===== src/design/rxmf_defs.svh =====
// Register offsets, field positions, reset values and timing counts of the matched filter block
`ifndef RXMF_DEFS_SVH
`define RXMF_DEFS_SVH

// ---------------------------------------------------------------
// Register offsets, configuration set A and set B
// ---------------------------------------------------------------
`define RXMF_ADC_RATE_DIV_A   8'h6D
`define RXMF_MF_SCALE_DLY_A   8'h6F
`define RXMF_MF_DECIM_A       8'h70
`define RXMF_RUN_THR_A        8'h71
`define RXMF_WAKE_THR_A       8'h72
`define RXMF_NOISE_CFG_A      8'h81
`define RXMF_ADC_RATE_DIV_B   8'h8D
`define RXMF_MF_SCALE_DLY_B   8'h8F
`define RXMF_MF_DECIM_B       8'h90
`define RXMF_RUN_THR_B        8'h91
`define RXMF_WAKE_THR_B       8'h92
`define RXMF_NOISE_CFG_B      8'hA1
// Own registers: low threshold, control, noise threshold, status, quality
`define RXMF_LOW_THR_A        8'hB6
`define RXMF_LOW_THR_B        8'hB7
`define RXMF_CTRL             8'hC0
`define RXMF_NOISE_THR_A      8'hC1
`define RXMF_NOISE_THR_B      8'hC2
`define RXMF_STATUS           8'hC4
`define RXMF_QUALITY          8'hC5

// ---------------------------------------------------------------
// Field positions and reset values
// ---------------------------------------------------------------
`define RXMF_DLY_LSB          0
`define RXMF_SCA_LSB          3
`define RXMF_MODE_LSB         4
`define RXMF_CNT_LSB          6
`define RXMF_RDSRC_BIT        7
`define RXMF_CTRL_ASK_BIT     0
`define RXMF_CTRL_INV_BIT     1
`define RXMF_CTRL_WAKE_BIT    2
`define RXMF_CTRL_SETB_BIT    3
`define RXMF_CTRL_PRESL_BIT   4
`define RXMF_CTRL_EN_BIT      5
`define RXMF_REG_RESET        8'h00

// ---------------------------------------------------------------
// Timing
// ---------------------------------------------------------------
`define RXMF_SYNC_STAGES      2

`endif


===== src/design/rxmf_pkg.sv =====
// Types shared by the matched filter and signal detector block
package rxmf_pkg;
  typedef logic [7:0] rxmf_byte_t;
  typedef enum logic [3:0] {
    RXMF_SQUELCH = 4'h1,
    RXMF_NOISE   = 4'h2,
    RXMF_BOTH    = 4'h4,
    RXMF_GATED   = 4'h8
  } rxmf_mode_e;
endpackage


===== src/design/rxmf_top.sv =====
// Matched data filter with signal and noise detection for a Manchester receiver
//
// What this block does
// - Input mux picks FSK demodulator samples or ASK RSSI samples by modulation type.
// - Optional pre-slicer stage can be switched in for ASK operation.
// - ADC sample strobe comes from system clock divided by divider value plus one.
// - CIC decimates samples by six-bit factor plus one.
// - CIC comb delay equals comb delay field plus one; software writes 110b.
// - CIC is followed by a differentiator; together a one-bit Manchester matched filter.
// - Filter outputs a quality value that grows with bit reliability.
// - Data polarity invert bit flips the recovered data.
// - Quality and noise measure are compared with separate thresholds.
// - Two-bit mode picks squelch, noise, both, or squelch plus gated noise.
// - In gated mode noise detect counts only while low threshold is exceeded.
// - Run mode uses the run threshold register level.
// - Wake-up operation uses the wake-up threshold register level.
// - Run and wake-up threshold registers hold a two-bit counter field; 00b disables it.
// - Readout source bit selects plain quality or quality zeroed unless the low threshold is exceeded.
// - Low threshold gates detection only in mode 11b; with readout source bit set it also gates quality readout.
//
// Our own choice: the address-and-strobe port.
`timescale 1ns/1ns
`include "rxmf_defs.svh"

module rxmf_top
  import rxmf_pkg::*;
(
  input  wire logic       CLK,
  input  wire logic       RESETN,
  input  wire logic [7:0] ADDR,
  input  wire logic [7:0] WDATA,
  input  wire logic       WR,
  input  wire logic       RD,
  output logic      [7:0] RDATA,
  input  wire logic [7:0] FSK_SAMPLE,
  input  wire logic [7:0] ADC_SAMPLE,
  input  wire logic [7:0] FSK_NOISE,
  output logic            ADC_STROBE,
  output logic            DATA_OUT,
  output logic            DATA_VALID,
  output logic            SIG_DETECT,
  output logic            NOISE_OK,
  output logic            DETECT
);

  // ---------------------------------------------------------------
  // Configuration registers
  // ---------------------------------------------------------------
  rxmf_byte_t div_r [2];
  rxmf_byte_t sdly_r [2];
  rxmf_byte_t dec_r [2];
  rxmf_byte_t run_r [2];
  rxmf_byte_t wake_r [2];
  rxmf_byte_t ncfg_r [2];
  rxmf_byte_t low_r [2];
  rxmf_byte_t nthr_r [2];
  rxmf_byte_t ctrl_r;

  // Register writes, one generate per configuration set
  genvar gs;
  generate
    for (gs = 0; gs < 2; gs++) begin : g_set
      localparam logic [7:0] OFS = (gs == 0) ? 8'h00 : 8'h20;
      always_ff @(posedge CLK) begin
        if (!RESETN) begin
          div_r[gs]  <= `RXMF_REG_RESET;
          sdly_r[gs] <= `RXMF_REG_RESET;
          dec_r[gs]  <= `RXMF_REG_RESET;
          run_r[gs]  <= `RXMF_REG_RESET;
          wake_r[gs] <= `RXMF_REG_RESET;
          ncfg_r[gs] <= `RXMF_REG_RESET;
          low_r[gs]  <= `RXMF_REG_RESET;
          nthr_r[gs] <= `RXMF_REG_RESET;
        end else if (WR) begin
          if (ADDR == 8'(`RXMF_ADC_RATE_DIV_A + OFS)) div_r[gs]  <= WDATA;
          if (ADDR == 8'(`RXMF_MF_SCALE_DLY_A + OFS)) sdly_r[gs] <= WDATA;
          if (ADDR == 8'(`RXMF_MF_DECIM_A + OFS))     dec_r[gs]  <= WDATA;
          if (ADDR == 8'(`RXMF_RUN_THR_A + OFS))      run_r[gs]  <= WDATA;
          if (ADDR == 8'(`RXMF_WAKE_THR_A + OFS))     wake_r[gs] <= WDATA;
          if (ADDR == 8'(`RXMF_NOISE_CFG_A + OFS))    ncfg_r[gs] <= WDATA;
          if (ADDR == 8'(`RXMF_LOW_THR_A + 8'(gs)))   low_r[gs]  <= WDATA;
          if (ADDR == 8'(`RXMF_NOISE_THR_A + 8'(gs))) nthr_r[gs] <= WDATA;
        end
      end
    end
  endgenerate

  // Control register
  always_ff @(posedge CLK) begin
    if (!RESETN) begin
      ctrl_r <= `RXMF_REG_RESET;
    end else if (WR && ADDR == `RXMF_CTRL) begin
      ctrl_r <= WDATA;
    end
  end

  // Active set and decoded controls
  logic       sel;
  logic       ask;
  logic       inv;
  logic       wake;
  logic       presl;
  logic       en;
  rxmf_byte_t div_s;
  logic [2:0] dly;
  logic [2:0] sca;
  logic [5:0] dec;
  rxmf_byte_t thr_reg;
  logic [1:0] mode_f;
  logic [5:0] low_thr;
  logic       rdsrc;
  assign sel     = ctrl_r[`RXMF_CTRL_SETB_BIT];
  assign ask     = ctrl_r[`RXMF_CTRL_ASK_BIT];
  assign inv     = ctrl_r[`RXMF_CTRL_INV_BIT];
  assign wake    = ctrl_r[`RXMF_CTRL_WAKE_BIT];
  assign presl   = ctrl_r[`RXMF_CTRL_PRESL_BIT];
  assign en      = ctrl_r[`RXMF_CTRL_EN_BIT];
  assign div_s   = div_r[sel];
  assign dly     = sdly_r[sel][`RXMF_DLY_LSB +: 3];
  assign sca     = sdly_r[sel][`RXMF_SCA_LSB +: 3];
  assign dec     = dec_r[sel][5:0];
  assign thr_reg = wake ? wake_r[sel] : run_r[sel];
  assign mode_f  = ncfg_r[sel][`RXMF_MODE_LSB +: 2];
  assign low_thr = low_r[sel][5:0];
  assign rdsrc   = low_r[sel][`RXMF_RDSRC_BIT];

  // ---------------------------------------------------------------
  // Sample input: synchronise pins, then select source
  // ---------------------------------------------------------------
  rxmf_byte_t fsk_s1_r;
  rxmf_byte_t fsk_s2_r;
  rxmf_byte_t adc_s1_r;
  rxmf_byte_t adc_s2_r;
  rxmf_byte_t nse_s1_r;
  rxmf_byte_t nse_s2_r;
  always_ff @(posedge CLK) begin
    if (!RESETN) begin
      fsk_s1_r <= 8'h00;
      fsk_s2_r <= 8'h00;
      adc_s1_r <= 8'h00;
      adc_s2_r <= 8'h00;
      nse_s1_r <= 8'h00;
      nse_s2_r <= 8'h00;
    end else begin
      fsk_s1_r <= FSK_SAMPLE;
      fsk_s2_r <= fsk_s1_r;
      adc_s1_r <= ADC_SAMPLE;
      adc_s2_r <= adc_s1_r;
      nse_s1_r <= FSK_NOISE;
      nse_s2_r <= nse_s1_r;
    end
  end

  // Pre-slicer: clip ASK samples to a window around mid scale
  rxmf_byte_t ask_smp;
  rxmf_byte_t in_smp;
  always_comb begin
    ask_smp = adc_s2_r;
    if (presl && adc_s2_r > 8'hC0) ask_smp = 8'hC0;
    if (presl && adc_s2_r < 8'h40) ask_smp = 8'h40;
    in_smp = ask ? ask_smp : fsk_s2_r;
  end

  // ---------------------------------------------------------------
  // ADC sample rate divider
  // ---------------------------------------------------------------
  rxmf_byte_t div_cnt_r;
  logic       tick_r;
  always_ff @(posedge CLK) begin
    if (!RESETN || !en) begin
      div_cnt_r <= 8'h00;
      tick_r    <= 1'b0;
    end else if (div_cnt_r >= div_s) begin
      div_cnt_r <= 8'h00;
      tick_r    <= 1'b1;
    end else begin
      div_cnt_r <= div_cnt_r + 8'h01;
      tick_r    <= 1'b0;
    end
  end
  assign ADC_STROBE = tick_r;

  // ---------------------------------------------------------------
  // CIC integrator, decimator and comb with delay up to eight
  // ---------------------------------------------------------------
  logic [19:0] integ_r;
  logic [19:0] comb_r [8];
  logic [5:0]  dcnt_r;
  logic        dtick_r;
  logic [19:0] scaled;
  assign scaled = 20'({12'h000, in_smp} >> sca);                 // 000b leaves full scale
  always_ff @(posedge CLK) begin
    if (!RESETN || !en) begin
      integ_r <= 20'h00000;
      dcnt_r  <= 6'h00;
      dtick_r <= 1'b0;
    end else begin
      dtick_r <= 1'b0;
      if (tick_r) begin
        integ_r <= integ_r + scaled;
        if (dcnt_r >= dec) begin
          dcnt_r  <= 6'h00;
          dtick_r <= 1'b1;
        end else begin
          dcnt_r <= dcnt_r + 6'h01;
        end
      end
    end
  end

  // Comb delay line, one stage per decimated sample
  genvar gd;
  generate
    for (gd = 0; gd < 8; gd++) begin : g_dly
      always_ff @(posedge CLK) begin
        if (!RESETN || !en) begin
          comb_r[gd] <= 20'h00000;
        end else if (dtick_r) begin
          comb_r[gd] <= (gd == 0) ? integ_r : comb_r[(gd == 0) ? 0 : gd - 1];
        end
      end
    end
  endgenerate

  // Comb output: delay of field plus one decimated samples
  logic [19:0] cic_out;
  assign cic_out = integ_r - comb_r[dly];

  // ---------------------------------------------------------------
  // Differentiator (DC canceller), data slice and quality
  // ---------------------------------------------------------------
  logic [19:0] cic_prev_r;
  logic [20:0] diff;
  logic [19:0] mag;
  logic [5:0]  quality;
  logic [5:0]  qual_r;
  logic        data_r;
  logic        dval_r;
  assign diff    = {1'b0, cic_out} - {1'b0, cic_prev_r};
  assign mag     = diff[20] ? 20'(~diff[19:0] + 20'h1) : diff[19:0];
  assign quality = (|mag[19:11]) ? 6'h3F : mag[10:5];
  always_ff @(posedge CLK) begin
    if (!RESETN || !en) begin
      cic_prev_r <= 20'h00000;
      qual_r     <= 6'h00;
      data_r     <= 1'b0;
      dval_r     <= 1'b0;
    end else begin
      dval_r <= dtick_r;
      if (dtick_r) begin
        cic_prev_r <= cic_out;
        qual_r     <= quality;
        data_r     <= diff[20] ~^ inv;
      end
    end
  end

  // ---------------------------------------------------------------
  // Signal and noise detectors with threshold counter
  // ---------------------------------------------------------------
  logic [1:0] cnt_r;
  logic       sig_raw;
  logic       low_hit;
  logic       nse_ok;
  logic       sig_det;
  rxmf_mode_e mode;
  assign sig_raw = qual_r > thr_reg[5:0];
  assign low_hit = qual_r > low_thr;
  assign nse_ok  = nse_s2_r < nthr_r[sel];
  assign sig_det = (thr_reg[7:6] == 2'b00) ? sig_raw : (cnt_r == thr_reg[7:6]);

  // Consecutive-hit counter; field 00b bypasses it
  always_ff @(posedge CLK) begin
    if (!RESETN) begin
      cnt_r <= 2'b00;
    end else if (dval_r) begin
      if (!sig_raw || thr_reg[7:6] == 2'b00) cnt_r <= 2'b00;
      else if (cnt_r != thr_reg[7:6]) cnt_r <= cnt_r + 2'b01;
    end
  end

  // Mode decode
  always_comb begin
    case (mode_f)
      2'b00:   mode = RXMF_SQUELCH;
      2'b01:   mode = RXMF_NOISE;
      2'b10:   mode = RXMF_BOTH;
      default: mode = RXMF_GATED;
    endcase
  end

  // Combined detection decision
  logic det;
  always_comb begin
    case (mode)
      RXMF_SQUELCH: det = sig_det;
      RXMF_NOISE:   det = nse_ok;
      RXMF_BOTH:    det = sig_det && nse_ok;
      RXMF_GATED:   det = sig_det || (nse_ok && low_hit);
      default:      det = 1'b0;
    endcase
  end

  // Registered outputs
  always_ff @(posedge CLK) begin
    if (!RESETN) begin
      DATA_OUT   <= 1'b0;
      DATA_VALID <= 1'b0;
      SIG_DETECT <= 1'b0;
      NOISE_OK   <= 1'b0;
      DETECT     <= 1'b0;
    end else begin
      DATA_OUT   <= data_r;
      DATA_VALID <= dval_r;
      SIG_DETECT <= sig_det;
      NOISE_OK   <= nse_ok;
      DETECT     <= det;
    end
  end

  // ---------------------------------------------------------------
  // Read port: configuration is write only except control; control, status and quality readable
  // ---------------------------------------------------------------
  always_ff @(posedge CLK) begin
    if (!RESETN) begin
      RDATA <= 8'h00;
    end else if (RD) begin
      case (ADDR)
        `RXMF_CTRL:    RDATA <= ctrl_r;
        `RXMF_QUALITY: RDATA <= {2'b00, rdsrc ? (low_hit ? qual_r : 6'h00) : qual_r};
        `RXMF_STATUS:  RDATA <= {4'h0, det, nse_ok, sig_det, data_r};
        default:       RDATA <= 8'h00;
      endcase
    end else begin
      RDATA <= 8'h00;
    end
  end

endmodule


===== config.mk =====
export PLATFORM = sky130hd
export DESIGN_NAME = rxmf_top
export DESIGN_NICKNAME = d
export VERILOG_FILES = /design/src/design/rxmf_pkg.sv /design/src/design/rxmf_top.sv
export VERILOG_INCLUDE_DIRS = /design/src /design/src/design
export SDC_FILE = /design/constraint.sdc
export NUM_CORES = 1
export LEC_CHECK = 0
export BUFFER_PORTS_ARGS = -buffer_cell sky130_fd_sc_hd__buf_2
export CORE_MARGIN = 5
export CORE_UTILIZATION = 44
export CTS_CLUSTER_SIZE = 40
export DETAILED_ROUTE_END_ITERATION = 10
export PLACE_DENSITY = 0.69
export RECOVER_POWER = 25
export SYNTH_ARGS = -nofsm -noshare
export SYNTH_HDL_FRONTEND = slang
export SYNTH_SLANG_ARGS = --single-unit

===== constraint.sdc =====
create_clock -name CLK -period 10.8 [get_ports CLK]
set_clock_uncertainty 0.05 [all_clocks]
set_input_delay 2.7 -clock CLK [delete_from_list [all_inputs] [get_ports CLK]]
set_output_delay 2.7 -clock CLK [all_outputs]
set_load 0.02 [all_outputs]

==> flow_metrics.py, run 1 <==
metrics = {
    "job": {
        "maxCapViolCount": 3,
    },
    "logic_synthesis": {
        "synth_fa_ha_area_share_pct": 5.39,
        "ys_warn_count": 0,
        "synth-seq-area-share_pct": 53.2,
        "synth_edf_count": 266,
        "synth_xor_xnor_area_share_pct": 2.57,
        "synth_cells": 1732,
        "syn_area_mm2": 0.0201,
        "yosysTopAreaCell": "edfxtp_1",
        "ys_ff_latch": 402,
        "synth_top_family_by_area": "simple AND/OR/NAND/NOR gates",
        "synthTopCellsByArea": "edfxtp_1, dfxtp_1, and2_1, mux4_2, ha_1",
        "async_reset_ff_share_pct": 0,
        "syn_nets": 1861,
        "yosysUniqueCellTypes": 75,
        "synth_top_area_share_pct": 39.7,
        "synth-main-ff-cell": "edfxtp_1",
        "syn-mean-instance-area_um2": 11.6,
        "synthSimpleGateAreaFrac_pct": 18.3,
        "synth-compound-area-share_pct": 8.61,
        "synthMuxAreaShare_pct": 9.39,
    },
    "hold_path": {
        "hp-class": "reg -> reg",
        "hold-path-cell-count": 1,
        "hp-start": "nse_s1_r[4]",
        "min_to": "nse_s2_r[4]",
    },
    "power": {
        "seq_power_share_pct": 49.8,
        "internal_power_mw": 2.64,
        "clkPwrFrac_pct": 45.6,
        "switchingPower_uw": 710,
        "vdd_ir_drop_max_mv": 0.150,
        "switching_share_pct": 21.2,
        "power.density_mw_per_mm2": 149,
        "power.leakage_nw": 8.63,
        "p_comb_share_pct": 4.7,
    },
    "final_layout": {
        "fin_area_mm2": 0.0225,
        "final_layout_size_suffix_gt1_share_pct": 10.8,
        "syn2layout_area_growth_pct": 11.6,
        "diodes": 0,
        "finalNonFillerCells": 2408,
        "nets": 1901,
    },
    "setup_path": {
        "cp.arrival_ns": 8.20,
        "crit_path_start_kind": "flip-flop",
        "endpoint_kind": "flip-flop",
        "critPathRequiredTime_ns": 11.19,
        "critical_path_class": "reg -> reg",
        "r2r_slack_ns": 2.99,
        "rr_worst_depth": 25,
        "rr_endpoint": "qual_r[0]",
        "crit_path_max_fanout": 46,
    },
    "die": {
        "core-area_mm2": 0.0454,
        "num_io_pins": 58,
        "start_util_pct": 44.4,
        "rows": 78,
        "die_y_um": 224,
        "dieWidth_um": 224,
        "die_area_mm2": 0.0502,
    },
    "timing": {
        "tns_ns": 0,
        "finalMaxSlewViolations": 191,
        "slew_headroom_pct": -72.5,
        "setup_violations": 0,
        "fmax_ghz": 0.128,
        "worstMarginPinSlew_ns": 2.59,
        "rsz0062_at_grt": "no",
        "min_period_ns": 7.81,
        "finalHoldViolCount": 0,
        "finalCritPeriodShare_pct": 72.3,
    },
    "clock_network": {
        "post_cts_buffers": 0,
        "clockBufferDepth": 3,
        "clk_pin_slew_ns": 0.06,
        "cts_sinks": 402,
        "cts_tree": "built",
        "htree_levels": 2,
        "hold_buffers": 0,
        "post_cts_resized": 0,
        "insertion_delay_ns": 0.56,
        "root_buffer": "clkbuf_16",
        "cts_buffers": 44,
    },
    "grt": {
        "overflow": 0,
        "grt_first_pass_wirelength_mm": 67.5,
        "grt_pass1_vias": 13160,
        "antenna_found_initial": 0,
        "grt_max_degree": 98,
        "grt_util_all_layers_pct": 16.3,
    },
    "status": {
        "outcome": "complete, but fails checks",
        "failed_checks": "max-capacitance violations, max-slew violations",
    },
    "placed_design": {
        "gp_congestion": 0.864,
        "hpwl_mm": 27.7,
        "portBuffers": 57,
        "post-place-cells": 2326,
        "dpl_cell_area_mm2": 0.0210,
    },
    "route": {
        "wl_met3_mm": 2.20,
        "wirelength_mm": 41.4,
        "vias_per_cell": 5.41,
        "wl_met1_mm": 18.4,
        "wire_per_inst_um": 17.2,
        "top_layer": "met4",
        "ant_nets": 0,
        "num_vias": 13024,
        "post-route-drc-count": 0,
        "first_iter_violations": 881,
        "dr.pass1.iters": 5,
        "dr_wl_met2_mm": 19.7,
    },
}
-- worst max path at each step --
stage	start	end	slack (ns)	cells after the start
after floorplan	flip-flop	qual_r[0]	3.00	26
after detailed placement	flip-flop	qual_r[3]	2.86	25
final	flip-flop	qual_r[0]	2.99	25
after global placement	flip-flop	qual_r[5]	3.03	25
after CTS	flip-flop	qual_r[0]	2.90	25
after global routing	flip-flop	qual_r[5]	2.31	26
-- flip-flops by register name (all words and copies together), names as in the netlist, 2 cells and up, named ones only --
signal and count:
fsk_s2_r 8, ncfg_r 4, nse_s2_r 8, cnt_r 2
low_r 14, run_r 16, cic_prev_r 20, adc_s2_r 8
dcnt_r 6, integ_r 20, comb_r 160, nthr_r 16
adc_s1_r 8, dec_r 12, sdly_r 12, nse_s1_r 8
div_r 16, qual_r 6, div_cnt_r 8, ctrl_r 8
RDATA 8, wake_r 16, fsk_s1_r 8
-- cell families (layout without fill, tap and decap cells) --
| family | after synthesis | in the layout |
|---|---|---|
| xor gates and xnor gates | 59 | 59 |
| buffers and inverters | 138 | 214 |
| and+or+nand+nor | 662 | 662 |
| AOI/OAI and AO/OA | 258 | 258 |
| muxes | 128 | 128 |
| adders and majority gates | 85 | 85 |
| DFF | 402 | 402 |
-- metal layers --
layer	track usage (%)	vias to the layer above
li1	-	6344
met1	22.0	6322
met3	2.74	72
met5	0	-
met2	27.0	286
met4	5.08	0
-- per-stage QoR --
| stage | hold slack (ns) | power (mW) | utilization [%] | worst slack, ns |
|---|---|---|---|---|
| 6_report | 0.380 | 3.35 | 49.6 | 2.99 |
| 2_1_floorplan | 0.362 | 1.81 | - | 3.00 |
| 3_3_place_gp | 0.370 | 1.85 | 46.4 | 3.03 |
| 4_1_cts | 0.383 | 3.38 | 49.6 | 2.90 |
| 5_1_grt | 0.393 | 3.47 | 49.6 | 2.31 |
| 3_5_place_dp | 0.368 | 1.86 | 46.4 | 2.86 |
-- cells in the mapped netlist (all sizes together) (8+ instances only) --
cell type	count
a211oi	9
a21o	17
a21oi	69
and2	319
and3	17
buf	10
clkbuf	66
dfxtp	136
edfxtp	266
ha	82
inv	62
mux2i	73
mux4	48
nand2	72
nand2b	9
nand3	34
nand3b	8
nand4	11
nor2	106
nor2b	13
nor3	31
o211ai	10
o21a	18
o21ai	58
o21bai	12
or3	10
xnor2	43
xor2	16
-- critical path: stages (launching register included) --
cell	delay (ns)
dfxtp_2	0.35
buf_4	0.65
mux2i_4	0.33
buf_4	0.52
mux4_2	0.40
mux2i_1	0.15
ha_1	0.30
a21oi_1	0.28
o21bai_1	0.10
a221o_1	0.36
nor2_1	0.09
a21oi_1	0.10
o41ai_1	0.63
o21ai_0	0.23
xor2_1	0.24
ha_1	0.33
inv_1	0.21
nor3_1	0.11
a211o_1	0.31
or3_4	0.35
o211ai_4	0.24
or4b_1	0.47
a2111o_1	0.37
a22o_1	0.22
a31oi_4	0.22
a21oi_1	0.10
-- layout make-up --
type,instances,area [µm²]
Fill cell,3956,22900
Timing Repair Buffer,70,347
Multi-Input combinational cell,1192,8950
Clock buffer,66,1320
Inverter,62,238
Sequential cell,402,10700
Clock inverter,16,173
Tap cell,600,751
-- power by group through the flow --
stage	clock (mW)	combinational, mW	sequential [mW]
detailed placement	0	0.157	1.70
global route	1.63	0.173	1.67
global placement	0	0.152	1.70
finish	1.52	0.156	1.67
floorplan	0	0.112	1.70
CTS	1.56	0.158	1.67
-- cell usage in the layout, fill, tap and decap left out, drive strengths merged, types with 13 or more instances in the layout --
cell type,instances
mux2i,73
nand2,72
a21o,17
nor2b,13
buf,51
o21ai,58
nor2,106
nand3,34
and3,17
inv,64
a21oi,69
xor2,16
edfxtp,266
dfxtp,136
o21a,18
ha,82
and2,319
xnor2,43
clkbuf,85
mux4,48
nor3,31
No activity file was read; power rests on OpenSTA's default activity.
==> run 2, diff against run 1 <==
==> constraint.sdc (replaced) <==
create_clock -name CLK -period 7.7 [get_ports CLK]
set_clock_uncertainty 0.05 [all_clocks]
set_input_delay 1.925 -clock CLK [delete_from_list [all_inputs] [get_ports CLK]]
set_output_delay 1.925 -clock CLK [all_outputs]
set_load 0.02 [all_outputs]
==> run 2 against run 1 <==
  * The run still ends with max-capacitance violations, max-slew violations left
  * Maximum frequency increased by 9.5%
  * Total power up 37%
  * Hold slack gained 0.0028 ns
  * Sequential cell count unchanged
  * Clock power rose by 34%
  * Combinational power up 42%
  * Clock-buffer cell count shrank 2
  * Routed wire length rose by 0.20%
  * Worst setup slack lost 2.4 ns
  * Critical path depth up 1
  * Via count rose by 0.81%
  * Critical path type unchanged
==> flow_metrics.py, run 2 (same netlist as run 1, synthesis figures left out) <==
metrics = {
    "status": {
        "outcome": "complete, but fails checks",
        "failed_checks": "max-capacitance violations, max-slew violations",
    },
    "final_layout": {
        "largest_reg_flops": 160,
        "multi_input_area_mm2": 0.00895,
        "final_cell_mix": "and2_1, edfxtp_1, dfxtp_1",
        "diodes": 0,
        "final_layout_size_suffix_gt1_share_pct": 10.8,
        "reg.largest.list": "comb_r (160), cic_prev_r (20), integ_r (20)",
        "fill_cells": 3994,
        "nets": 1906,
        "syn2layout_area_growth_pct": 11.3,
        "seq_area_mm2": 0.0107,
        "regMostFlops": "comb_r",
    },
    "timing": {
        "slew_headroom_pct": -72.4,
        "tns_ns": 0,
        "finalHoldViolCount": 0,
        "worstMarginPinSlew_ns": 2.59,
        "finalCritPeriodShare_pct": 92.6,
        "setup_violations": 0,
        "timing.hold.ws_ns": 0.382,
        "fmax_ghz": 0.140,
        "min_period_ns": 7.13,
        "rsz0062_at_grt": "no",
        "finalMaxSlewViolations": 202,
    },
    "grt": {
        "grt_util_all_layers_pct": 16.4,
        "grt_max_degree": 89,
        "grt_pass1_vias": 13157,
        "antenna_found_initial": 1,
        "overflow": 0,
        "grt_first_pass_wirelength_mm": 68.0,
    },
    "route": {
        "post-route-drc-count": 0,
        "ant_nets": 0,
        "first_iter_violations": 930,
        "dr.pass1.iters": 5,
        "num_vias": 13130,
        "wire_per_inst_um": 17.2,
        "vias_per_cell": 5.44,
        "wirelength_mm": 41.4,
    },
    "placed_design": {
        "portBuffers": 57,
        "gp_congestion": 0.916,
        "hpwl_mm": 27.7,
    },
    "clock_network": {
        "cts_sinks": 402,
        "insertion_delay_ns": 0.57,
        "post_cts_resized": 0,
        "clk_pin_slew_ns": 0.06,
        "cts_tree": "built",
        "hold_buffers": 0,
        "post_cts_buffers": 0,
        "htree_levels": 2,
        "cts_buffers": 45,
        "root_buffer": "clkbuf_16",
        "clockBufferDepth": 3,
    },
    "setup_path": {
        "critPathRequiredTime_ns": 8.09,
        "cp_common_cell": "a21oi_1",
        "critical_path_class": "reg -> reg",
        "crit_path_start_kind": "flip-flop",
        "cpPeakStageDelay_ns": 0.51,
        "crit_path_top_delay_cell": "mux4_2",
        "cp.arrival_ns": 7.52,
        "endpoint_kind": "flip-flop",
        "crit_path_max_fanout": 7,
    },
    "die": {
        "rows": 78,
        "start_util_pct": 44.4,
        "num_io_pins": 58,
        "dieWidth_um": 224,
        "die_area_mm2": 0.0502,
        "die_y_um": 224,
        "core-area_mm2": 0.0454,
    },
    "power": {
        "vdd_ir_drop_max_mv": 0.187,
        "power.leakage_nw": 8.61,
        "power_mw": 4.59,
        "power.density_mw_per_mm2": 205,
    },
    "job": {
        "maxCapViolCount": 3,
    },
    "hold_path": {
        "hp-class": "reg -> reg",
    },
}
==> run 2: metal layers <==
layer | GRT usage [%] | share of wire, %
met1 | 22.2 | 45
met2 | 27.2 | 47
met3 | 2.77 | 5.2
met4 | 5.34 | 2.8
met5 | 0 | 0
==> run 2: final timing paths <==
path	start	endpoint	slack (ns)	depth (start not counted)
setup / recovery	flip-flop	qual_r[1]	0.57	26
hold / removal	nse_s1_r[2]	nse_s2_r[2]	0.38	1
hold reg to reg	nse_s1_r[2]	nse_s2_r[2]	0.38	1
setup reg to reg	flip-flop	qual_r[1]	0.57	26
==> run 2: where the power goes <==
part	leakage [nW]	switching (mW)	internal, mW
logic	3.85	0.134	0.0871
registers	4.09	0.0131	2.32
clock network	0.673	0.860	1.17
==> run 2: cell type report <==
class / instances / area share, %
Sequential cell: 402 / 47.8
Inverter: 62 / 1.06
Multi-Input combinational cell: 1192 / 39.9
Timing Repair Buffer: 74 / 1.68
Clock inverter: 19 / 0.447
Clock buffer: 64 / 5.75
Tap cell: 600 / 3.35
==> run 2: critical path, delay by kind of cell (launching register included) <==
kind                       cells  cell delay, ns
DFF                            1            0.44
adders and majority gates      3            0.96
muxes                          3            1.08
and+or+nand+nor                4            1.07
AOI/OAI and AO/OA             14            2.92
buffers and inverters          1            0.26
xor gates and xnor gates       1            0.22
==> run 2: metrics by stage <==
stage / setup slack (ns) / instance area, µm² / util [%] / std cells
floorplan: 0.00880 / 20100 / - / 1732
global placement: 0.805 / 21100 / 46.4 / 2330
detailed placement: 0.608 / 21100 / 46.4 / 2330
CTS: 0.568 / 22500 / 49.5 / 2413
global route: 0.101 / 22400 / 49.4 / 2413
finish: 0.567 / 22400 / 49.4 / 2413
